<file path="config.mk">
export PLATFORM = sky130hd
export DESIGN_NAME = converter_serial_slot_buffer
export DESIGN_NICKNAME = d
export VERILOG_FILES = /design/src/converter_serial_pkg.sv /design/src/converter_serial_slot_buffer.sv
export VERILOG_INCLUDE_DIRS = /design/src
export SDC_FILE = /design/constraint.sdc
export NUM_CORES = 1
export LEC_CHECK = 0
export BUFFER_PORTS_ARGS = -buffer_cell sky130_fd_sc_hd__buf_2
export CORE_MARGIN = 10
export CORE_UTILIZATION = 40
export CTS_BUF_LIST = sky130_fd_sc_hd__clkbuf_8
export DETAILED_ROUTE_END_ITERATION = 6
export SLEW_MARGIN = 20
export SYNTH_ARGS = -nofsm -noshare
export SYNTH_HDL_FRONTEND = slang
export SYNTH_SLANG_ARGS = --single-unit
</file>
<file path="constraint.sdc">
create_clock -name pclk -period 6.6 [get_ports pclk]
set_input_delay 0.99 -clock pclk [delete_from_list [all_inputs] [get_ports pclk]]
set_output_delay 0.99 -clock pclk [all_outputs]
set_load 0.01 [all_outputs]
</file>
<file path="src/converter_serial_defines.svh">
// register offsets, field positions, reset values and timing counts
// assumes an apb slave with 32-bit words, one register per aligned word
`ifndef CONVERTER_SERIAL_DEFINES_SVH
`define CONVERTER_SERIAL_DEFINES_SVH
`define OFS_CTRL_ONE 8'h00
`define OFS_CTRL_TWO 8'h04
`define OFS_STATUS 8'h08
`define OFS_TX_SLOT 8'h0c
`define OFS_RX_SLOT 8'h10
`define OFS_ERR_IRQ_EN 8'h14
`define OFS_TX_HOLD_0 8'h20
`define OFS_RX_HOLD_0 8'h30
`define CTRL_RESET 16'h0000
`define SLOT_EN_RESET 16'h0000
`define HOLD_RESET 16'h0000
`define C1_ENABLE 15
`define C1_LOOPBACK 11
`define C1_MASTER 8
`define C1_UNF_MODE 7
`define C1_ALIGN 5
`define C2_BUFFER_LENGTH_HI 11
`define C2_BUFFER_LENGTH_LO 10
`define C2_FWC_HI 7
`define C2_FWC_LO 4
`define C2_WS_HI 3
`define C2_WS_LO 0
`define ST_TEMPTY 0
`define ST_TX_UNDERFLOW_FLAG 1
`define ST_RFULL 2
`define ST_ROV 3
`define ST_SLOT_LO 7
`define STARTUP_BCLKS 2'h3
`endif

</file>
<file path="src/converter_serial_pkg.sv">
// types shared by the slot buffer block
// assumes the defines header is compiled alongside
`default_nettype none
package converter_serial_pkg;
  typedef enum logic [1:0] {
    ST_IDLE = 2'b00,
    ST_STARTUP = 2'b01,
    ST_RUN = 2'b10
  } port_state_t;

  typedef struct packed {
    logic enable;
    logic loopback_ctl;
    logic master;
    logic underflow_fill_mode;
    logic sync_align_ctl;
    logic [1:0] buffer_length;
    logic [3:0] frame_word_count;
    logic [3:0] word_size;
  } port_cfg_t;

  typedef struct packed {
    logic [4:0] slot;
    logic rx_overflow_flag;
    logic rx_full_flag;
    logic tx_underflow_flag;
    logic tx_empty_flag;
  } port_status_t;
endpackage : converter_serial_pkg
`default_nettype wire

</file>
<file path="src/converter_serial_slot_buffer.sv">
// framed serial port slot buffer with apb registers
// assumes bit clock and frame sync pins are asynchronous to pclk
// What this block does
// - pointer advances when tx or rx enable set for the slot
// - tx and rx share the same buffer index per slot
// - pointer returns to zero after length plus one words or location three
// - pointer steps when all bits of an enabled slot are shifted
// - dma use sets length zero; only location zero used
// - length zero gives a dma request after every word of a tx or rx enabled slot
// - msb first; short words sit in upper bits
// - rx-only slot sends zeros but captures input
// - unused locations never touch status flags
// - rx full sets on new words, clears after all in-use reads
// - rx overflow sets on refill before read, clears on read
// - tx empty sets on copy, clears on in-use write
// - tx underflow sets on copy of unwritten register, clears on write
// - current slot index in status bits 11 to 7
// - loopback routes serial out to serial in
// - underflow sends zeros or the last written word
// - align bit picks start one bit clock after or with frame sync
// - buffer interrupt per buffer length and three bit clocks after enable
// - separately enabled error interrupt on underflow or overflow
// - master drives frame sync again after the frame's words
// - buffer length field gives one to four words
// - word size field gives bits per slot as value plus one
// - irq flag is rx full or tx empty
//
// Local design decisions: the register addresses and the APB slave port.
`default_nettype none
`include "converter_serial_defines.svh"
module converter_serial_slot_buffer (
  input wire logic pclk,
  input wire logic presetn,
  input wire logic psel,
  input wire logic penable,
  input wire logic pwrite,
  input wire logic [7:0] paddr,
  input wire logic [31:0] pwdata,
  output logic [31:0] prdata,
  output logic pready,
  output logic pslverr,
  input wire logic bit_clock_pin,
  input wire logic serial_in_pin,
  input wire logic frame_sync_pin_i,
  output logic frame_sync_pin_o,
  output logic frame_sync_pin_oe,
  output logic serial_out_pin,
  output logic port_irq_flag,
  output logic buf_irq,
  output logic err_irq,
  output logic dma_req
);
  logic [15:0] ctl1_r, ctl2_r, tx_slot_enable_reg, rx_slot_enable_reg;
  logic err_en_r;
  logic [15:0] tx_hold_r [4];
  logic [15:0] rx_hold_r [4];
  logic [15:0] tx_buf_r [4];
  logic [15:0] rx_buf_r [4];
  logic [3:0] written_r, unread_r, ovf_r, unf_r;
  logic rfull_r, tempty_r;
  logic [2:0] bclk_s, sdi_s, fs_s;
  converter_serial_pkg::port_state_t state_r;
  converter_serial_pkg::port_cfg_t cfg;
  converter_serial_pkg::port_status_t stat;
  logic [1:0] ptr_r, start_cnt_r;
  logic [3:0] slot_r, bit_r;
  logic active_r, pend_r;
  logic running, starting;
  logic [15:0] txsh_r, rxsh_r;
  logic bclk_rise, fs_seen, start, step, word_end, slot_used, adv;
  logic startup_done, xfer, sout_nxt, sin, tx_on, rx_on;
  logic [3:0] slot_cur, bit_cur, inuse, tx_wr, rx_rd;
  logic [15:0] tx_word, rx_word, rxsh_nxt;
  logic wr, rd;

  function automatic logic [3:0] hold_sel(input logic [7:0] a,
                                          input logic [7:0] base);
    logic [3:0] m;
    m = 4'h0;
    for (int i = 0; i < 4; i++) begin
      if (a == base + 8'(4 * i)) begin
        m[i] = 1'b1;
      end
    end
    return m;
  endfunction : hold_sel

  assign cfg.enable = ctl1_r[`C1_ENABLE];
  assign cfg.loopback_ctl = ctl1_r[`C1_LOOPBACK];
  assign cfg.master = ctl1_r[`C1_MASTER];
  assign cfg.underflow_fill_mode = ctl1_r[`C1_UNF_MODE];
  assign cfg.sync_align_ctl = ctl1_r[`C1_ALIGN];
  assign cfg.buffer_length = ctl2_r[`C2_BUFFER_LENGTH_HI:`C2_BUFFER_LENGTH_LO];
  assign cfg.frame_word_count = ctl2_r[`C2_FWC_HI:`C2_FWC_LO];
  assign cfg.word_size = ctl2_r[`C2_WS_HI:`C2_WS_LO];

  // in-use locations for the buffer length
  always_comb begin
    unique case (cfg.buffer_length)
      2'h0: inuse = 4'h1;
      2'h1: inuse = 4'h3;
      2'h2: inuse = 4'h7;
      2'h3: inuse = 4'hf;
    endcase
  end

  assign wr = psel & penable & pready & pwrite;
  assign rd = psel & penable & pready & ~pwrite;
  assign tx_wr = wr ? hold_sel(paddr, `OFS_TX_HOLD_0) & inuse : 4'h0;
  assign rx_rd = rd ? hold_sel(paddr, `OFS_RX_HOLD_0) & inuse : 4'h0;

  // the link moves only while the enable bit is set
  assign running = cfg.enable
    & (state_r == converter_serial_pkg::ST_RUN);
  assign starting = cfg.enable
    & (state_r == converter_serial_pkg::ST_STARTUP);

  // serial link timing
  assign bclk_rise = bclk_s[1] & ~bclk_s[2];
  assign fs_seen = cfg.master ? frame_sync_pin_o : fs_s[1];
  assign start = bclk_rise & running
    & ((fs_seen & cfg.sync_align_ctl) | pend_r);
  assign step = bclk_rise & running
    & (active_r | start);
  assign slot_cur = start ? 4'h0 : slot_r;
  assign bit_cur = start ? 4'h0 : bit_r;
  assign tx_on = tx_slot_enable_reg[slot_cur];
  assign rx_on = rx_slot_enable_reg[slot_cur];
  assign slot_used = tx_on | rx_on;
  assign word_end = step & (bit_cur == cfg.word_size);
  assign adv = word_end & slot_used;
  assign startup_done = bclk_rise
    & starting
    & (start_cnt_r == `STARTUP_BCLKS - 2'h1);
  assign xfer = (adv & (ptr_r == cfg.buffer_length)) | startup_done;

  assign tx_word = tx_on ? tx_buf_r[ptr_r] : 16'h0000;
  assign sout_nxt = (bit_cur == 4'h0) ? tx_word[15] : txsh_r[15];
  assign sin = cfg.loopback_ctl ? sout_nxt : sdi_s[1];
  assign rxsh_nxt = {rxsh_r[14:0], sin};
  assign rx_word = rxsh_nxt << (4'hf - cfg.word_size);

  // pin synchronisers
  always_ff @(posedge pclk or negedge presetn) begin
    if (!presetn) begin
      bclk_s <= 3'h0;
      sdi_s <= 3'h0;
      fs_s <= 3'h0;
    end else begin
      bclk_s <= {bclk_s[1:0], bit_clock_pin};
      sdi_s <= {sdi_s[1:0], serial_in_pin};
      fs_s <= {fs_s[1:0], frame_sync_pin_i};
    end
  end

  // apb slave: one wait-free access phase
  always_ff @(posedge pclk or negedge presetn) begin
    if (!presetn) begin
      pready <= 1'b0;
      pslverr <= 1'b0;
      prdata <= 32'h0;
    end else begin
      pready <= psel & ~penable;
      pslverr <= 1'b0;
      prdata <= 32'h0;
      if (psel & ~penable) begin
        unique case (paddr)
          `OFS_CTRL_ONE: prdata <= {16'h0, ctl1_r};
          `OFS_CTRL_TWO: prdata <= {16'h0, ctl2_r};
          `OFS_STATUS: prdata <= {20'h0, stat[8:4], 3'h0, stat[3:0]};
          `OFS_TX_SLOT: prdata <= {16'h0, tx_slot_enable_reg};
          `OFS_RX_SLOT: prdata <= {16'h0, rx_slot_enable_reg};
          `OFS_ERR_IRQ_EN: prdata <= {31'h0, err_en_r};
          `OFS_RX_HOLD_0: prdata <= {16'h0, rx_hold_r[0]};
          `OFS_RX_HOLD_0 + 8'h4: prdata <= {16'h0, rx_hold_r[1]};
          `OFS_RX_HOLD_0 + 8'h8: prdata <= {16'h0, rx_hold_r[2]};
          `OFS_RX_HOLD_0 + 8'hc: prdata <= {16'h0, rx_hold_r[3]};
          `OFS_TX_HOLD_0, `OFS_TX_HOLD_0 + 8'h4,
          `OFS_TX_HOLD_0 + 8'h8, `OFS_TX_HOLD_0 + 8'hc: prdata <= 32'h0;
          default: pslverr <= 1'b1;
        endcase
      end
    end
  end

  // control registers
  always_ff @(posedge pclk or negedge presetn) begin
    if (!presetn) begin
      ctl1_r <= `CTRL_RESET;
      ctl2_r <= `CTRL_RESET;
      tx_slot_enable_reg <= `SLOT_EN_RESET;
      rx_slot_enable_reg <= `SLOT_EN_RESET;
      err_en_r <= 1'b0;
    end else if (wr) begin
      if (paddr == `OFS_CTRL_ONE) ctl1_r <= pwdata[15:0];
      if (paddr == `OFS_CTRL_TWO) ctl2_r <= pwdata[15:0];
      if (paddr == `OFS_TX_SLOT) tx_slot_enable_reg <= pwdata[15:0];
      if (paddr == `OFS_RX_SLOT) rx_slot_enable_reg <= pwdata[15:0];
      if (paddr == `OFS_ERR_IRQ_EN) err_en_r <= pwdata[0];
    end
  end

  // enable sequencing, slot and bit counting
  always_ff @(posedge pclk or negedge presetn) begin
    if (!presetn) begin
      state_r <= converter_serial_pkg::ST_IDLE;
      start_cnt_r <= 2'h0;
      ptr_r <= 2'h0;
      slot_r <= 4'h0;
      bit_r <= 4'h0;
      active_r <= 1'b0;
      pend_r <= 1'b0;
      frame_sync_pin_o <= 1'b0;
      frame_sync_pin_oe <= 1'b0;
    end else if (!cfg.enable) begin
      state_r <= converter_serial_pkg::ST_IDLE;
      ptr_r <= 2'h0;
      start_cnt_r <= 2'h0;
      slot_r <= 4'h0;
      bit_r <= 4'h0;
      active_r <= 1'b0;
      pend_r <= 1'b0;
      frame_sync_pin_o <= 1'b0;
      frame_sync_pin_oe <= 1'b0;
    end else begin
      frame_sync_pin_oe <= cfg.master;
      unique case (state_r)
        converter_serial_pkg::ST_IDLE:
          state_r <= converter_serial_pkg::ST_STARTUP;
        converter_serial_pkg::ST_STARTUP: begin
          if (bclk_rise) start_cnt_r <= start_cnt_r + 2'h1;
          if (startup_done) begin
            state_r <= converter_serial_pkg::ST_RUN;
            frame_sync_pin_o <= cfg.master;
          end
        end
        converter_serial_pkg::ST_RUN: begin
          if (bclk_rise) begin
            pend_r <= fs_seen & ~cfg.sync_align_ctl & ~start;
            frame_sync_pin_o <= 1'b0;
          end
          if (step) begin
            active_r <= 1'b1;
            slot_r <= slot_cur;
            bit_r <= bit_cur + 4'h1;
          end
          if (word_end) begin
            bit_r <= 4'h0;
            slot_r <= slot_cur + 4'h1;
            if (slot_cur == cfg.frame_word_count) begin
              active_r <= 1'b0;
              slot_r <= 4'h0;
              frame_sync_pin_o <= cfg.master;
            end
          end
          if (adv) ptr_r <= xfer ? 2'h0 : ptr_r + 2'h1;
        end
        default: state_r <= converter_serial_pkg::ST_IDLE;
      endcase
    end
  end

  // shift registers
  always_ff @(posedge pclk or negedge presetn) begin
    if (!presetn) begin
      txsh_r <= 16'h0;
      rxsh_r <= 16'h0;
      serial_out_pin <= 1'b0;
    end else if (!cfg.enable) begin
      serial_out_pin <= 1'b0;
    end else if (step) begin
      serial_out_pin <= sout_nxt;
      txsh_r <= ((bit_cur == 4'h0) ? tx_word : txsh_r) << 1;
      rxsh_r <= (bit_cur == 4'h0) ? {15'h0, sin} : rxsh_nxt;
    end
  end

  // buffers and holding registers
  generate
    for (genvar i = 0; i < 4; i++) begin : g_loc
      always_ff @(posedge pclk or negedge presetn) begin
        if (!presetn) begin
          tx_hold_r[i] <= `HOLD_RESET;
          rx_hold_r[i] <= `HOLD_RESET;
          tx_buf_r[i] <= `HOLD_RESET;
          rx_buf_r[i] <= `HOLD_RESET;
          written_r[i] <= 1'b0;
          unread_r[i] <= 1'b0;
          ovf_r[i] <= 1'b0;
          unf_r[i] <= 1'b0;
        end else begin
          if (tx_wr[i] | (wr & paddr == `OFS_TX_HOLD_0 + 8'(4 * i)))
            tx_hold_r[i] <= pwdata[15:0];
          if (!cfg.enable) rx_buf_r[i] <= `HOLD_RESET;
          else if (adv & rx_on & ptr_r == 2'(i))
            rx_buf_r[i] <= rx_word;
          if (xfer & inuse[i]) begin
            rx_hold_r[i] <= (adv & rx_on & ptr_r == 2'(i)) ? rx_word
              : rx_buf_r[i];
            tx_buf_r[i] <= (written_r[i] | cfg.underflow_fill_mode)
              ? tx_hold_r[i] : 16'h0;
          end
          // set wins over clear on every flag
          if (xfer & inuse[i]) written_r[i] <= 1'b0;
          if (tx_wr[i]) written_r[i] <= 1'b1;
          if (rx_rd[i]) unread_r[i] <= 1'b0;
          if (xfer & ~startup_done & inuse[i]) unread_r[i] <= 1'b1;
          if (rx_rd[i]) ovf_r[i] <= 1'b0;
          if (xfer & inuse[i] & unread_r[i]) ovf_r[i] <= 1'b1;
          if (tx_wr[i]) unf_r[i] <= 1'b0;
          if (xfer & inuse[i] & ~written_r[i]) unf_r[i] <= 1'b1;
        end
      end
    end
  endgenerate

  // status flags and event outputs
  always_ff @(posedge pclk or negedge presetn) begin
    if (!presetn) begin
      rfull_r <= 1'b0;
      tempty_r <= 1'b0;
      port_irq_flag <= 1'b0;
      buf_irq <= 1'b0;
      err_irq <= 1'b0;
      dma_req <= 1'b0;
    end else begin
      if (|rx_rd & ~|(unread_r & ~rx_rd & inuse)) rfull_r <= 1'b0;
      if (xfer & ~startup_done) rfull_r <= 1'b1;
      if (|tx_wr) tempty_r <= 1'b0;
      if (xfer) tempty_r <= 1'b1;
      port_irq_flag <= rfull_r | tempty_r;
      buf_irq <= xfer;
      err_irq <= err_en_r & xfer
        & |(inuse & (unread_r | ~written_r));
      dma_req <= adv & (cfg.buffer_length == 2'h0);
    end
  end

  assign stat.slot = {1'b0, slot_r};
  assign stat.rx_overflow_flag = |ovf_r;
  assign stat.rx_full_flag = rfull_r;
  assign stat.tx_underflow_flag = |unf_r;
  assign stat.tx_empty_flag = tempty_r;
endmodule : converter_serial_slot_buffer
`default_nettype wire

</file>
==> reports/results.ini, run 1 <==
[hold_path]
hold_path.class = reg2reg

[routing]
wl_per_cell_um = 22.20
drc = 0
drt_iter0_markers = 1084
routed_via_density = 5.653
drtPass1Iterations = 7
drtAntennaViolNets = 0
wirelength_um = 55130
vias = 14040

[power_and_ir_drop]
vdd_ir_drop_max_mv = 0.1371
p_leak_nw = 10.24
combPwrFrac = 0.051
p_clk_frac = 0.438
total_power_mw = 5.123
switchingPower_mw = 1.284
powerDensity_nw_per_um2 = 240.5
power_frac_seq = 0.511
swShare = 0.2506
p_int_mw = 3.839

[timing]
fin_skew_ns = 0.02188
setup_viol = 0
tightestPinTransition_ns = 1.184
rsz0062_at_grt = no
hold_violations = 0
clock.fmax_ghz = 0.1977
finalSetupTns_ns = 0
slew_headroom = 0.2079
slew_viol_final = 0
finalCritPeriodShare = 0.7665
worst_hold_slack_ns = 0.3507
period_needed_ns = 5.059

[global_routing]
grt_usage = 0.1928
antenna_found_initial = 2
grt_pass1_vias = 13960
grt_pass1_wl_um = 84760
grt_max_degree = 128
gr-total-overflow = 0

[synth]
yosysTopAreaCellShare = 0.5439
ys_async_sr_fraction = 1.000
syn_area_per_cell_um2 = 10.79
synth_compound_area_frac = 0.1242
synth_edf_count = 0
yosysSeqAreaShare = 0.5439
synth_common_cells = dfrtp_1 (417), nand2_1 (250), o21ai_0 (160), mux2_2 (141), nor2_1 (125)
synth_area_leaders = dfrtp_1 (54%), mux2_2 (8.3%), nand2_1 (4.9%)
syn_inst = 1778
yosys.area_share.simple = 0.1319
synthesis.area_um2 = 19190
synthXorXnorAreaFrac = 0.005021
muxShareOfSynthArea = 0.1499
synth_top_family_by_area = multiplexers
synth_seq_cells = 417
synth_fa_ha_area_frac = 0.005217
ys.warnings.count = 0
synth.distinct_cells = 81
synth_most_common_cell = dfrtp_1
synth_area_leader_cell = dfrtp_1
ys.flop_type = dfrtp_1

[cts]
cts_buffer_depth = 3
clock_latency_ns = 0.65
cts_sinks = 417
cts_resized = 0
cts_setup_buffers = 0
postCtsHoldBufs = 0
cts-root-buf = clkbuf_8
numCtsBuffers = 72
cts_tree = done
htree_levels = 3
cts.clk_slew.worst_paths_ns = 0.06

[die]
die_y_um = 239.0
die_w_um = 239.0
dieArea_um2 = 57130
initial_core_util = 0.4036
io_pins = 89
num_rows = 80
core_area_um2 = 47550

[setup_path]
criticalPathCategory = reg2reg
critical_path.max_fanout = 38
worstPathRequired_ns = 7.09
cp-start-kind = flop
cp-end-kind = flop
critical_path_arrival_ns = 5.55
r2r_slack_ns = 1.54

[placement]
dp.final_hpwl_um = 35780
gp_congestion = 0.8873
numPortBuffers = 56

[cells_and_area]
layout.nets = 1871
multi_input_area_um2 = 8097
drive_gt1_frac = 0.2030
nFillCells = 4450
final_util = 0.4479
area_delta_synth_final_pct = 11.00
seqCellArea_um2 = 10440

[job]
cap_violations = 0

[status]
outcome = complete, no violations

==> cell type report <==
cell class	count	area share
Antenna cell	1	0.0001175
Timing Repair Buffer	81	0.02420
Sequential cell	417	0.4900
Clock buffer	83	0.05364
Inverter	30	0.005287
Clock inverter	43	0.01052
Multi-Input combinational cell	1213	0.3802
Tap cell	615	0.03613
==> power by group through the flow <==
stage / clock network, mW / logic [mW] / registers, mW
4_1_cts: 2.30 / 0.265 / 2.62
3_5_place_dp: 0 / 0.264 / 2.66
5_1_grt: 2.42 / 0.290 / 2.62
2_1_floorplan: 0 / 0.140 / 2.66
6_report: 2.24 / 0.262 / 2.62
3_3_place_gp: 0 / 0.258 / 2.66
==> per-stage QoR <==
| step | std cells | area [um^2] | setup WS (ns) |
|---|---|---|---|
| global route | 2483 | 21300 | 1.348 |
| global placement | 2355 | 19900 | 1.671 |
| detailed placement | 2355 | 19900 | 1.605 |
| floorplan | 1793 | 19240 | 3.489 |
| finish | 2483 | 21300 | 1.541 |
| CTS | 2481 | 21260 | 1.605 |
==> per-layer routing <==
metal | up-vias | global-route usage | share of wire
met5 | - | 0 | 0
met1 | 7088 | 0.2618 | 0.45
li1 | 6344 | - | -
met3 | 83 | 0.04149 | 0.070
met4 | 0 | 0.08200 | 0.030
met2 | 521 | 0.2930 | 0.45
==> logic make-up (layout without fill, tap and decap cells) <==
| logic type | count (synthesis) | in the layout |
|---|---|---|
| AO/OA/AOI/OAI | 370 | 370 |
| XOR/XNOR | 11 | 11 |
| adder cells (fa/ha/maj) | 8 | 8 |
| buffers and inverters | 163 | 237 |
| flip-flops | 417 | 417 |
| multiplexers | 242 | 242 |
| other | 1 | 17 |
| AND/OR/NAND/NOR | 566 | 566 |
==> critical path, cell delays in order (launching register included) <==
cell	delay, ns
dfrtp_1	0.97
o21a_1	0.26
o211a_1	0.50
o32ai_2	0.18
a221o_2	0.51
o2111ai_4	0.49
and2_2	0.77
inv_2	0.52
nand2_1	0.53
o21ai_0	0.15
==> cells in the final DEF (no fill, tap or decap), types with 7 or more instances in the layout <==
cell / instances
buf_2: 55
nand2_1: 250
a221oi_1: 16
clkbuf_8: 83
mux2i_1: 75
and2_1: 19
xnor2_1: 7
a21oi_1: 56
a22oi_1: 29
nor2_1: 122
conb_1: 16
o21ai_0: 160
inv_1: 60
nand2b_1: 8
nor2b_1: 11
and3_1: 29
mux4_2: 20
mux2_2: 141
a22o_1: 12
ha_1: 8
dfrtp_1: 417
buf_4: 22
or2_2: 7
a31oi_1: 28
nand3_1: 88
nand4_1: 7
==> worst paths after layout <==
kind,start,depth (start not counted),to
min in group asynchronous,presetn,1,rx_buf_r[16]
setup reg to reg,ctl1_r[15],9,rx_hold_r[4]
setup / recovery,ctl1_r[15],9,rx_hold_r[4]
max in group asynchronous,presetn,3,prdata[1]
hold reg to reg,sdi_s[0],0,sdi_s[1]
hold / removal,sdi_s[0],0,sdi_s[1]
Power figures use the tool's default switching activity.
==> run 2, diff against run 1 <==
==> constraint.sdc (replaced) <==
create_clock -name pclk -period 4.1 [get_ports pclk]
set_input_delay 0.615 -clock pclk [delete_from_list [all_inputs] [get_ports pclk]]
set_output_delay 0.615 -clock pclk [all_outputs]
set_load 0.01 [all_outputs]
==> run 2 against run 1 <==
Non-clock buffer count up 35. Fmax up 35%. Flip-flop and latch count is the same. Final cell count rose by 1.2%. Combinational power increased by 67%. Setup slack lost 1.2 ns. Sequential share of layout area is 0.64 points lower. First-iteration DRC count grew 24%. Utilization rose by 0.59 points. Die area did not move. Design area up 1.3%. Routed wire length increased by 2.0%. Largest cell class unchanged. Largest power group unchanged.
==> reports/results.ini, run 2 (synthesis results as in run 1) <==
[setup_path]
worstPathRequired_ns = 4.64  ; was 7.09 ns
critical_path_arrival_ns = 4.29  ; was 5.55 ns
slowest_stage = nor4_2  ; was dfrtp_1
max_stage_delay_ns = 0.49  ; was 0.97 ns
criticalPathCategory = reg2reg  ; unchanged
cp-start-kind = flop  ; unchanged
critical_path.max_fanout = 19  ; was 38
worst-path-buf-inv = 1  ; unchanged
path_delay_family = compound AO/OA/AOI/OAI gates  ; unchanged
path_cells = mux2_4, o211a_1, nor4_2, a221o_2, o2111ai_4, and2_2, inv_2, nand2_1, o21ai_0  ; was o21a_1, o211a_1, o32ai_2, a221o_2, o2111ai_4, and2_2, inv_2, nand2_1, o21ai_0
cp-end-kind = flop  ; unchanged

[power_and_ir_drop]
vdd_ir_drop_max_mv = 0.2463  ; was 0.1371 mV
switchingPower_mw = 2.085  ; was 1.284 mW
p_int_mw = 6.308  ; was 3.839 mW
p_clk_frac = 0.446  ; was 0.438
combPwrFrac = 0.052  ; was 0.051
p_leak_nw = 10.41  ; was 10.24 nW
swShare = 0.2485  ; was 0.2506
power_frac_seq = 0.502  ; was 0.511
powerDensity_nw_per_um2 = 389.0  ; was 240.5 nW/um^2
total_power_mw = 8.393  ; was 5.123 mW

[routing]
drtAntennaViolNets = 0  ; unchanged
vias = 14300  ; was 14.04k
drtPass1Iterations = 7  ; unchanged
drt_iter0_markers = 1345  ; was 1084
drc = 0  ; unchanged
wl_per_cell_um = 22.37  ; was 22.20 um
routed_via_density = 5.689  ; was 5.653
wirelength_um = 56230  ; was 55130 um

[timing]
rsz0062_at_grt = no  ; unchanged
slew_viol_final = 0  ; unchanged
period_needed_ns = 3.754  ; was 5.059 ns
slew_headroom = 0.3230  ; was 0.2079
worst_hold_slack_ns = 0.07909  ; was 0.3507 ns
tightestPinTransition_ns = 1.016  ; was 1.184 ns
finalSetupTns_ns = 0  ; unchanged
finalCritPeriodShare = 0.9156  ; was 0.7665
hold_violations = 0  ; unchanged
fin_skew_ns = 0.02384  ; was 0.02188 ns
clock.fmax_ghz = 0.2664  ; was 0.1977 GHz
setup_viol = 0  ; unchanged

[status]
outcome = complete, no violations  ; unchanged

[cells_and_area]
layout.nets = 1906  ; was 1871
drive_gt1_frac = 0.2181  ; was 0.2030
final_common_cell = dfrtp_1  ; unchanged
layout.cells.non_filler = 2514  ; was 2483
mostFrequentLayoutCells = dfrtp_1 (417), nand2_1 (250), o21ai_0 (160)  ; unchanged
area_delta_synth_final_pct = 12.46  ; was 11.00%
final_util = 0.4538  ; was 0.4479

[die]
dieArea_um2 = 57130  ; unchanged
die_y_um = 239.0  ; unchanged
initial_core_util = 0.4036  ; unchanged
die_w_um = 239.0  ; unchanged
num_rows = 80  ; unchanged
core_area_um2 = 47550  ; unchanged
io_pins = 89  ; unchanged

[job]
cap_violations = 0  ; unchanged

[cts]
cts_resized = 0  ; unchanged
cts_sinks = 417  ; unchanged
cts_setup_buffers = 0  ; unchanged
clock_latency_ns = 0.65  ; about the same
cts_buffer_depth = 3  ; unchanged
cts_tree = done  ; unchanged
postCtsHoldBufs = 1  ; was 0
htree_levels = 3  ; unchanged
cts.clk_slew.worst_paths_ns = 0.06  ; about the same
cts-root-buf = clkbuf_8  ; unchanged
numCtsBuffers = 72  ; unchanged

[hold_path]
hold_path.class = in2reg  ; was reg2reg

[global_routing]
grt_max_degree = 137  ; was 128
grt_pass1_vias = 14240  ; was 13.96k
antenna_found_initial = 1  ; was 2
gr-total-overflow = 0  ; unchanged
grt_pass1_wl_um = 86260  ; was 84760 um
grt_usage = 0.1966  ; was 0.1928

[placement]
gp_congestion = 0.8957  ; was 0.8873
dp.final_hpwl_um = 37300  ; was 35780 um
numPortBuffers = 56  ; unchanged
placed_cells = 2390  ; was 2355

## run 2: cell types whose count changed in the layout (fill, tap and decap cells not counted), moves of 2 or more
cell,before,now
buf_4,22,56
inv_1,60,51
clkinv_2,4,9
bufinv_16,1,3
inv_8,2,0
nor2_1,122,124
nor2_2,3,1
## run 2: path summary, 6_finish.rpt
kind / from / to / slack (ns) / depth (start not counted)
worst max-delay path: ctl1_r[8] / rx_hold_r[9] / 0.35 / 9
worst min-delay path: bit_clock_pin / bclk_s[0] / 0.08 / 1
worst max register to register: ctl1_r[8] / rx_hold_r[9] / 0.35 / 9
worst min register to register: bclk_s[0] / bclk_s[1] / 0.36 / 0
max in group asynchronous: presetn / ovf_r[1] / 2.45 / 3
min in group asynchronous: presetn / ptr_r[1] / 0.56 / 2
## run 2: area by class of cell
type / instances / area, um^2
multi-input combinational: 1213 / 8083
timing repair buffer: 116 / 780.7
clock inverter: 39 / 252.7
fill: 4414 / 25970
inverter: 30 / 112.6
tap: 615 / 769.5
sequential: 417 / 10440
clock buffer: 83 / 1142
antenna: 1 / 2.502
## run 2: power groups by stage
stage / clock, mW / combinational, mW / sequential, mW
6_report: 3.74 / 0.437 / 4.22
4_1_cts: 3.83 / 0.442 / 4.21
3_5_place_dp: 0 / 0.439 / 4.29
5_1_grt: 4.01 / 0.485 / 4.22
3_3_place_gp: 0 / 0.427 / 4.28
2_1_floorplan: 0 / 0.226 / 4.28
## run 2: per-layer routing
layer | up-vias | wire [um] | GRT usage
met4 | 0 | 1900 | 0.08566
met2 | 494 | 25340 | 0.2981
met1 | 7287 | 25110 | 0.2652
met3 | 100 | 3878 | 0.04484
li1 | 6422 | - | -
met5 | - | 0 | 0
## run 2: per-stage QoR
stage	setup slack [ns]	cell area [um^2]
finish	0.3462	21580
global route	0.1312	21580
CTS	0.3991	21570
detailed placement	0.4213	20170
global placement	0.4919	20170
floorplan	1.145	19240
==> run 3, diff against run 2 <==
--- a/config.mk
+++ b/config.mk
@@ -7,7 +7,8 @@
 export NUM_CORES = 1
 export LEC_CHECK = 0
 export BUFFER_PORTS_ARGS = -buffer_cell sky130_fd_sc_hd__buf_2
-export CORE_MARGIN = 10
+export CORE_ASPECT_RATIO = 0.7
+export CORE_MARGIN = 2
 export CORE_UTILIZATION = 40
 export CTS_BUF_LIST = sky130_fd_sc_hd__clkbuf_8
 export DETAILED_ROUTE_END_ITERATION = 6
==> run 3 against run 2 <==
The flow now finishes with violations (hold timing). Design area is 0.15% lower. First-iteration DRC count rose by 12%. Global-route usage up 4.1 points. Power fell by 1.9%. Clock-buffer cell count decreased by 6. Clock skew down 0.0051 ns. Sequential share of layout area grew 0.070 points. Register-to-register slack lost 0.11 ns. Utilization shrank 0.13 points. Via count is 0.59% higher. Critical endpoint is now rx_hold_r[30]. Highest routed layer is now met5.
==> reports/results.ini, run 3 (synthesis results as in run 1) <==
[power_and_ir_drop]
p_clk_frac = 0.433  ; was 0.446
switchingPower_mw = 2.069  ; was 2.085 mW
p_leak_nw = 10.35  ; was 10.41 nW
powerDensity_nw_per_um2 = 382.2  ; was 389.0 nW/um^2
p_int_mw = 6.167  ; was 6.308 mW
swShare = 0.2512  ; was 0.2485
power_frac_seq = 0.512  ; was 0.502
combPwrFrac = 0.055  ; was 0.052
vdd_ir_drop_max_mv = 0.2570  ; was 0.2463 mV

[timing]
slew_headroom = 0.2861  ; was 0.3230
worst_hold_slack_ns = -0.003834  ; was 0.07909 ns
setup_viol = 0  ; unchanged
fin_skew_ns = 0.01876  ; was 0.02384 ns
period_needed_ns = 3.866  ; was 3.754 ns
rsz0062_at_grt = no  ; unchanged
finalCritPeriodShare = 0.9429  ; was 0.9156
tightestPinTransition_ns = 1.066  ; was 1.016 ns
hold_violations = 2  ; was 0
slew_viol_final = 0  ; unchanged
finalSetupTns_ns = 0  ; unchanged
clock.fmax_ghz = 0.2587  ; was 0.2664 GHz

[die]
initial_core_util = 0.4030  ; was 0.4036
core_area_um2 = 47620  ; was 47550 um^2
dieArea_um2 = 49760  ; was 57130 um^2
io_pins = 89  ; unchanged
die_w_um = 265.8  ; was 239.0 um
die_y_um = 187.2  ; was 239.0 um
num_rows = 67  ; was 80

[cts]
cts_resized = 0  ; unchanged
postCtsHoldBufs = 0  ; was 1
htree_levels = 2  ; was 3
clock_latency_ns = 0.66  ; was 0.65 ns
numCtsBuffers = 61  ; was 72
cts.clk_slew.worst_paths_ns = 0.07  ; was 0.06 ns
cts_buffer_depth = 3  ; unchanged
cts_tree = done  ; unchanged
cts-root-buf = clkbuf_8  ; unchanged
cts_sinks = 417  ; unchanged
cts_setup_buffers = 0  ; unchanged

[placement]
gp_congestion = 0.9166  ; was 0.8957
numPortBuffers = 56  ; unchanged
placed_cells = 2400  ; was 2390
dp.final_hpwl_um = 39520  ; was 37300 um
placed_area_um2 = 20250  ; was 20170 um^2

[setup_path]
criticalPathCategory = reg2reg  ; unchanged
worstPathRequired_ns = 4.67  ; was 4.64 ns
critical_path_arrival_ns = 4.43  ; was 4.29 ns
cp-end-kind = flop  ; unchanged
r2r_cells = 12  ; was 9
r2r_slack_ns = 0.23  ; was 0.35 ns
regToRegStartpoint = ctl1_r[8]  ; unchanged
cp-start-kind = flop  ; unchanged
rr_endpoint = rx_hold_r[30]  ; was rx_hold_r[9]
critical_path.max_fanout = 14  ; was 19

[cells_and_area]
drive_gt1_frac = 0.2206  ; was 0.2181
final_cell_area_um2 = 21550  ; was 21580 um^2
mostFrequentLayoutCells = dfrtp_1 (417), nand2_1 (250), o21ai_0 (160)  ; unchanged
layout.nets = 1898  ; was 1906
area_delta_synth_final_pct = 12.30  ; was 12.46%
final_common_cell = dfrtp_1  ; unchanged
layout.cells.non_filler = 2509  ; was 2514

[global_routing]
grt_max_degree = 119  ; was 137
grt_pass1_wl_um = 89740  ; was 86260 um
gr-total-overflow = 0  ; unchanged
antenna_found_initial = 2  ; was 1
grt_usage = 0.2377  ; was 0.1966
grt_pass1_vias = 14380  ; was 14.24k

[job]
cap_violations = 0  ; unchanged

[routing]
drt_iter0_markers = 1511  ; was 1345
drc = 0  ; unchanged
drtPass1Iterations = 6  ; was 7
wl_per_cell_um = 23.34  ; was 22.37 um
vias = 14390  ; was 14.30k
wirelength_um = 58570  ; was 56230 um
drtAntennaViolNets = 0  ; unchanged
routed_via_density = 5.735  ; was 5.689

[status]
outcome = finished, violations left  ; was complete, no violations
violations = hold timing

[hold_path]
hold_path.class = in2async  ; was in2reg

==> run 3: changes by cell type in the layout (fill, tap and decap cells not counted), sizes merged <==
cell	change
clkinvlp	-2
inv	-13
clkinv	+6
buf	+4
dlygate4sd3	-1
clkbuf	-6
diode	+1
==> run 3: power by group through the flow <==
stage	sequential, mW	combinational [mW]	clock, mW
final	4.21	0.454	3.57
after global routing	4.22	0.502	3.83
after CTS	4.21	0.456	3.63
after detailed placement	4.29	0.454	0
after global placement	4.29	0.447	0
after floorplan	4.28	0.226	0
==> run 3: through the flow <==
stage | power [mW] | hold WS [ns] | utilization | setup slack (ns)
floorplan | 4.501 | 0.3194 | - | 1.145
global placement | 4.732 | 0.3376 | 0.4252 | 0.4789
detailed placement | 4.740 | 0.3355 | 0.4252 | 0.3751
CTS | 8.302 | 0.03366 | 0.4524 | 0.3492
global route | 8.551 | 0.03841 | 0.4524 | 0.1170
finish | 8.236 | -0.003834 | 0.4525 | 0.2342
==> run 3: area by class of cell <==
| type | instances | area, um^2 |
|---|---|---|
| fillers | 4480 | 26070 |
| flip-flops and latches | 417 | 10440 |
| multi-input cells | 1213 | 8085 |
| clock buffers | 77 | 1060 |
| repair buffers | 119 | 838.3 |
| well taps | 621 | 777.0 |
| clock inverters | 30 | 234.0 |
| inverters | 30 | 112.6 |
| diodes | 2 | 5.005 |
==> run 3: worst max-delay path by stage <==
stage | startpoint | to | slack [ns] | depth (start not counted)
3_5_place_dp | ctl1_r[8] | rx_hold_r[30] | 0.38 | 12
6_report | ctl1_r[8] | rx_hold_r[30] | 0.23 | 12
3_3_place_gp | ctl1_r[8] | rx_hold_r[55] | 0.48 | 9
2_1_floorplan | ctl1_r[8] | rx_hold_r[8] | 1.14 | 12
5_1_grt | ctl1_r[8] | rx_hold_r[42] | 0.12 | 12
4_1_cts | ctl1_r[8] | rx_hold_r[30] | 0.35 | 12
==> run 3: layer usage <==
layer,part of all wire,routed length (um),GRT usage
met5,0.00090,53,0.006757
met4,0.018,1052,0.05856
met3,0.094,5524,0.06635
met2,0.41,24210,0.3288
met1,0.47,27730,0.3639
==> run 3: worst max-delay path: stages (launching register included) <==
cell	delay, ns
dfrtp_1	0.47
mux2_4	0.35
o211ai_2	0.23
nand2_1	0.14
ha_1	0.24
inv_1	0.09
a21o_1	0.15
buf_4	0.23
nor2_1	0.11
a211o_1	0.46
a31oi_1	0.86
mux2i_1	0.23
o21ai_0	0.21
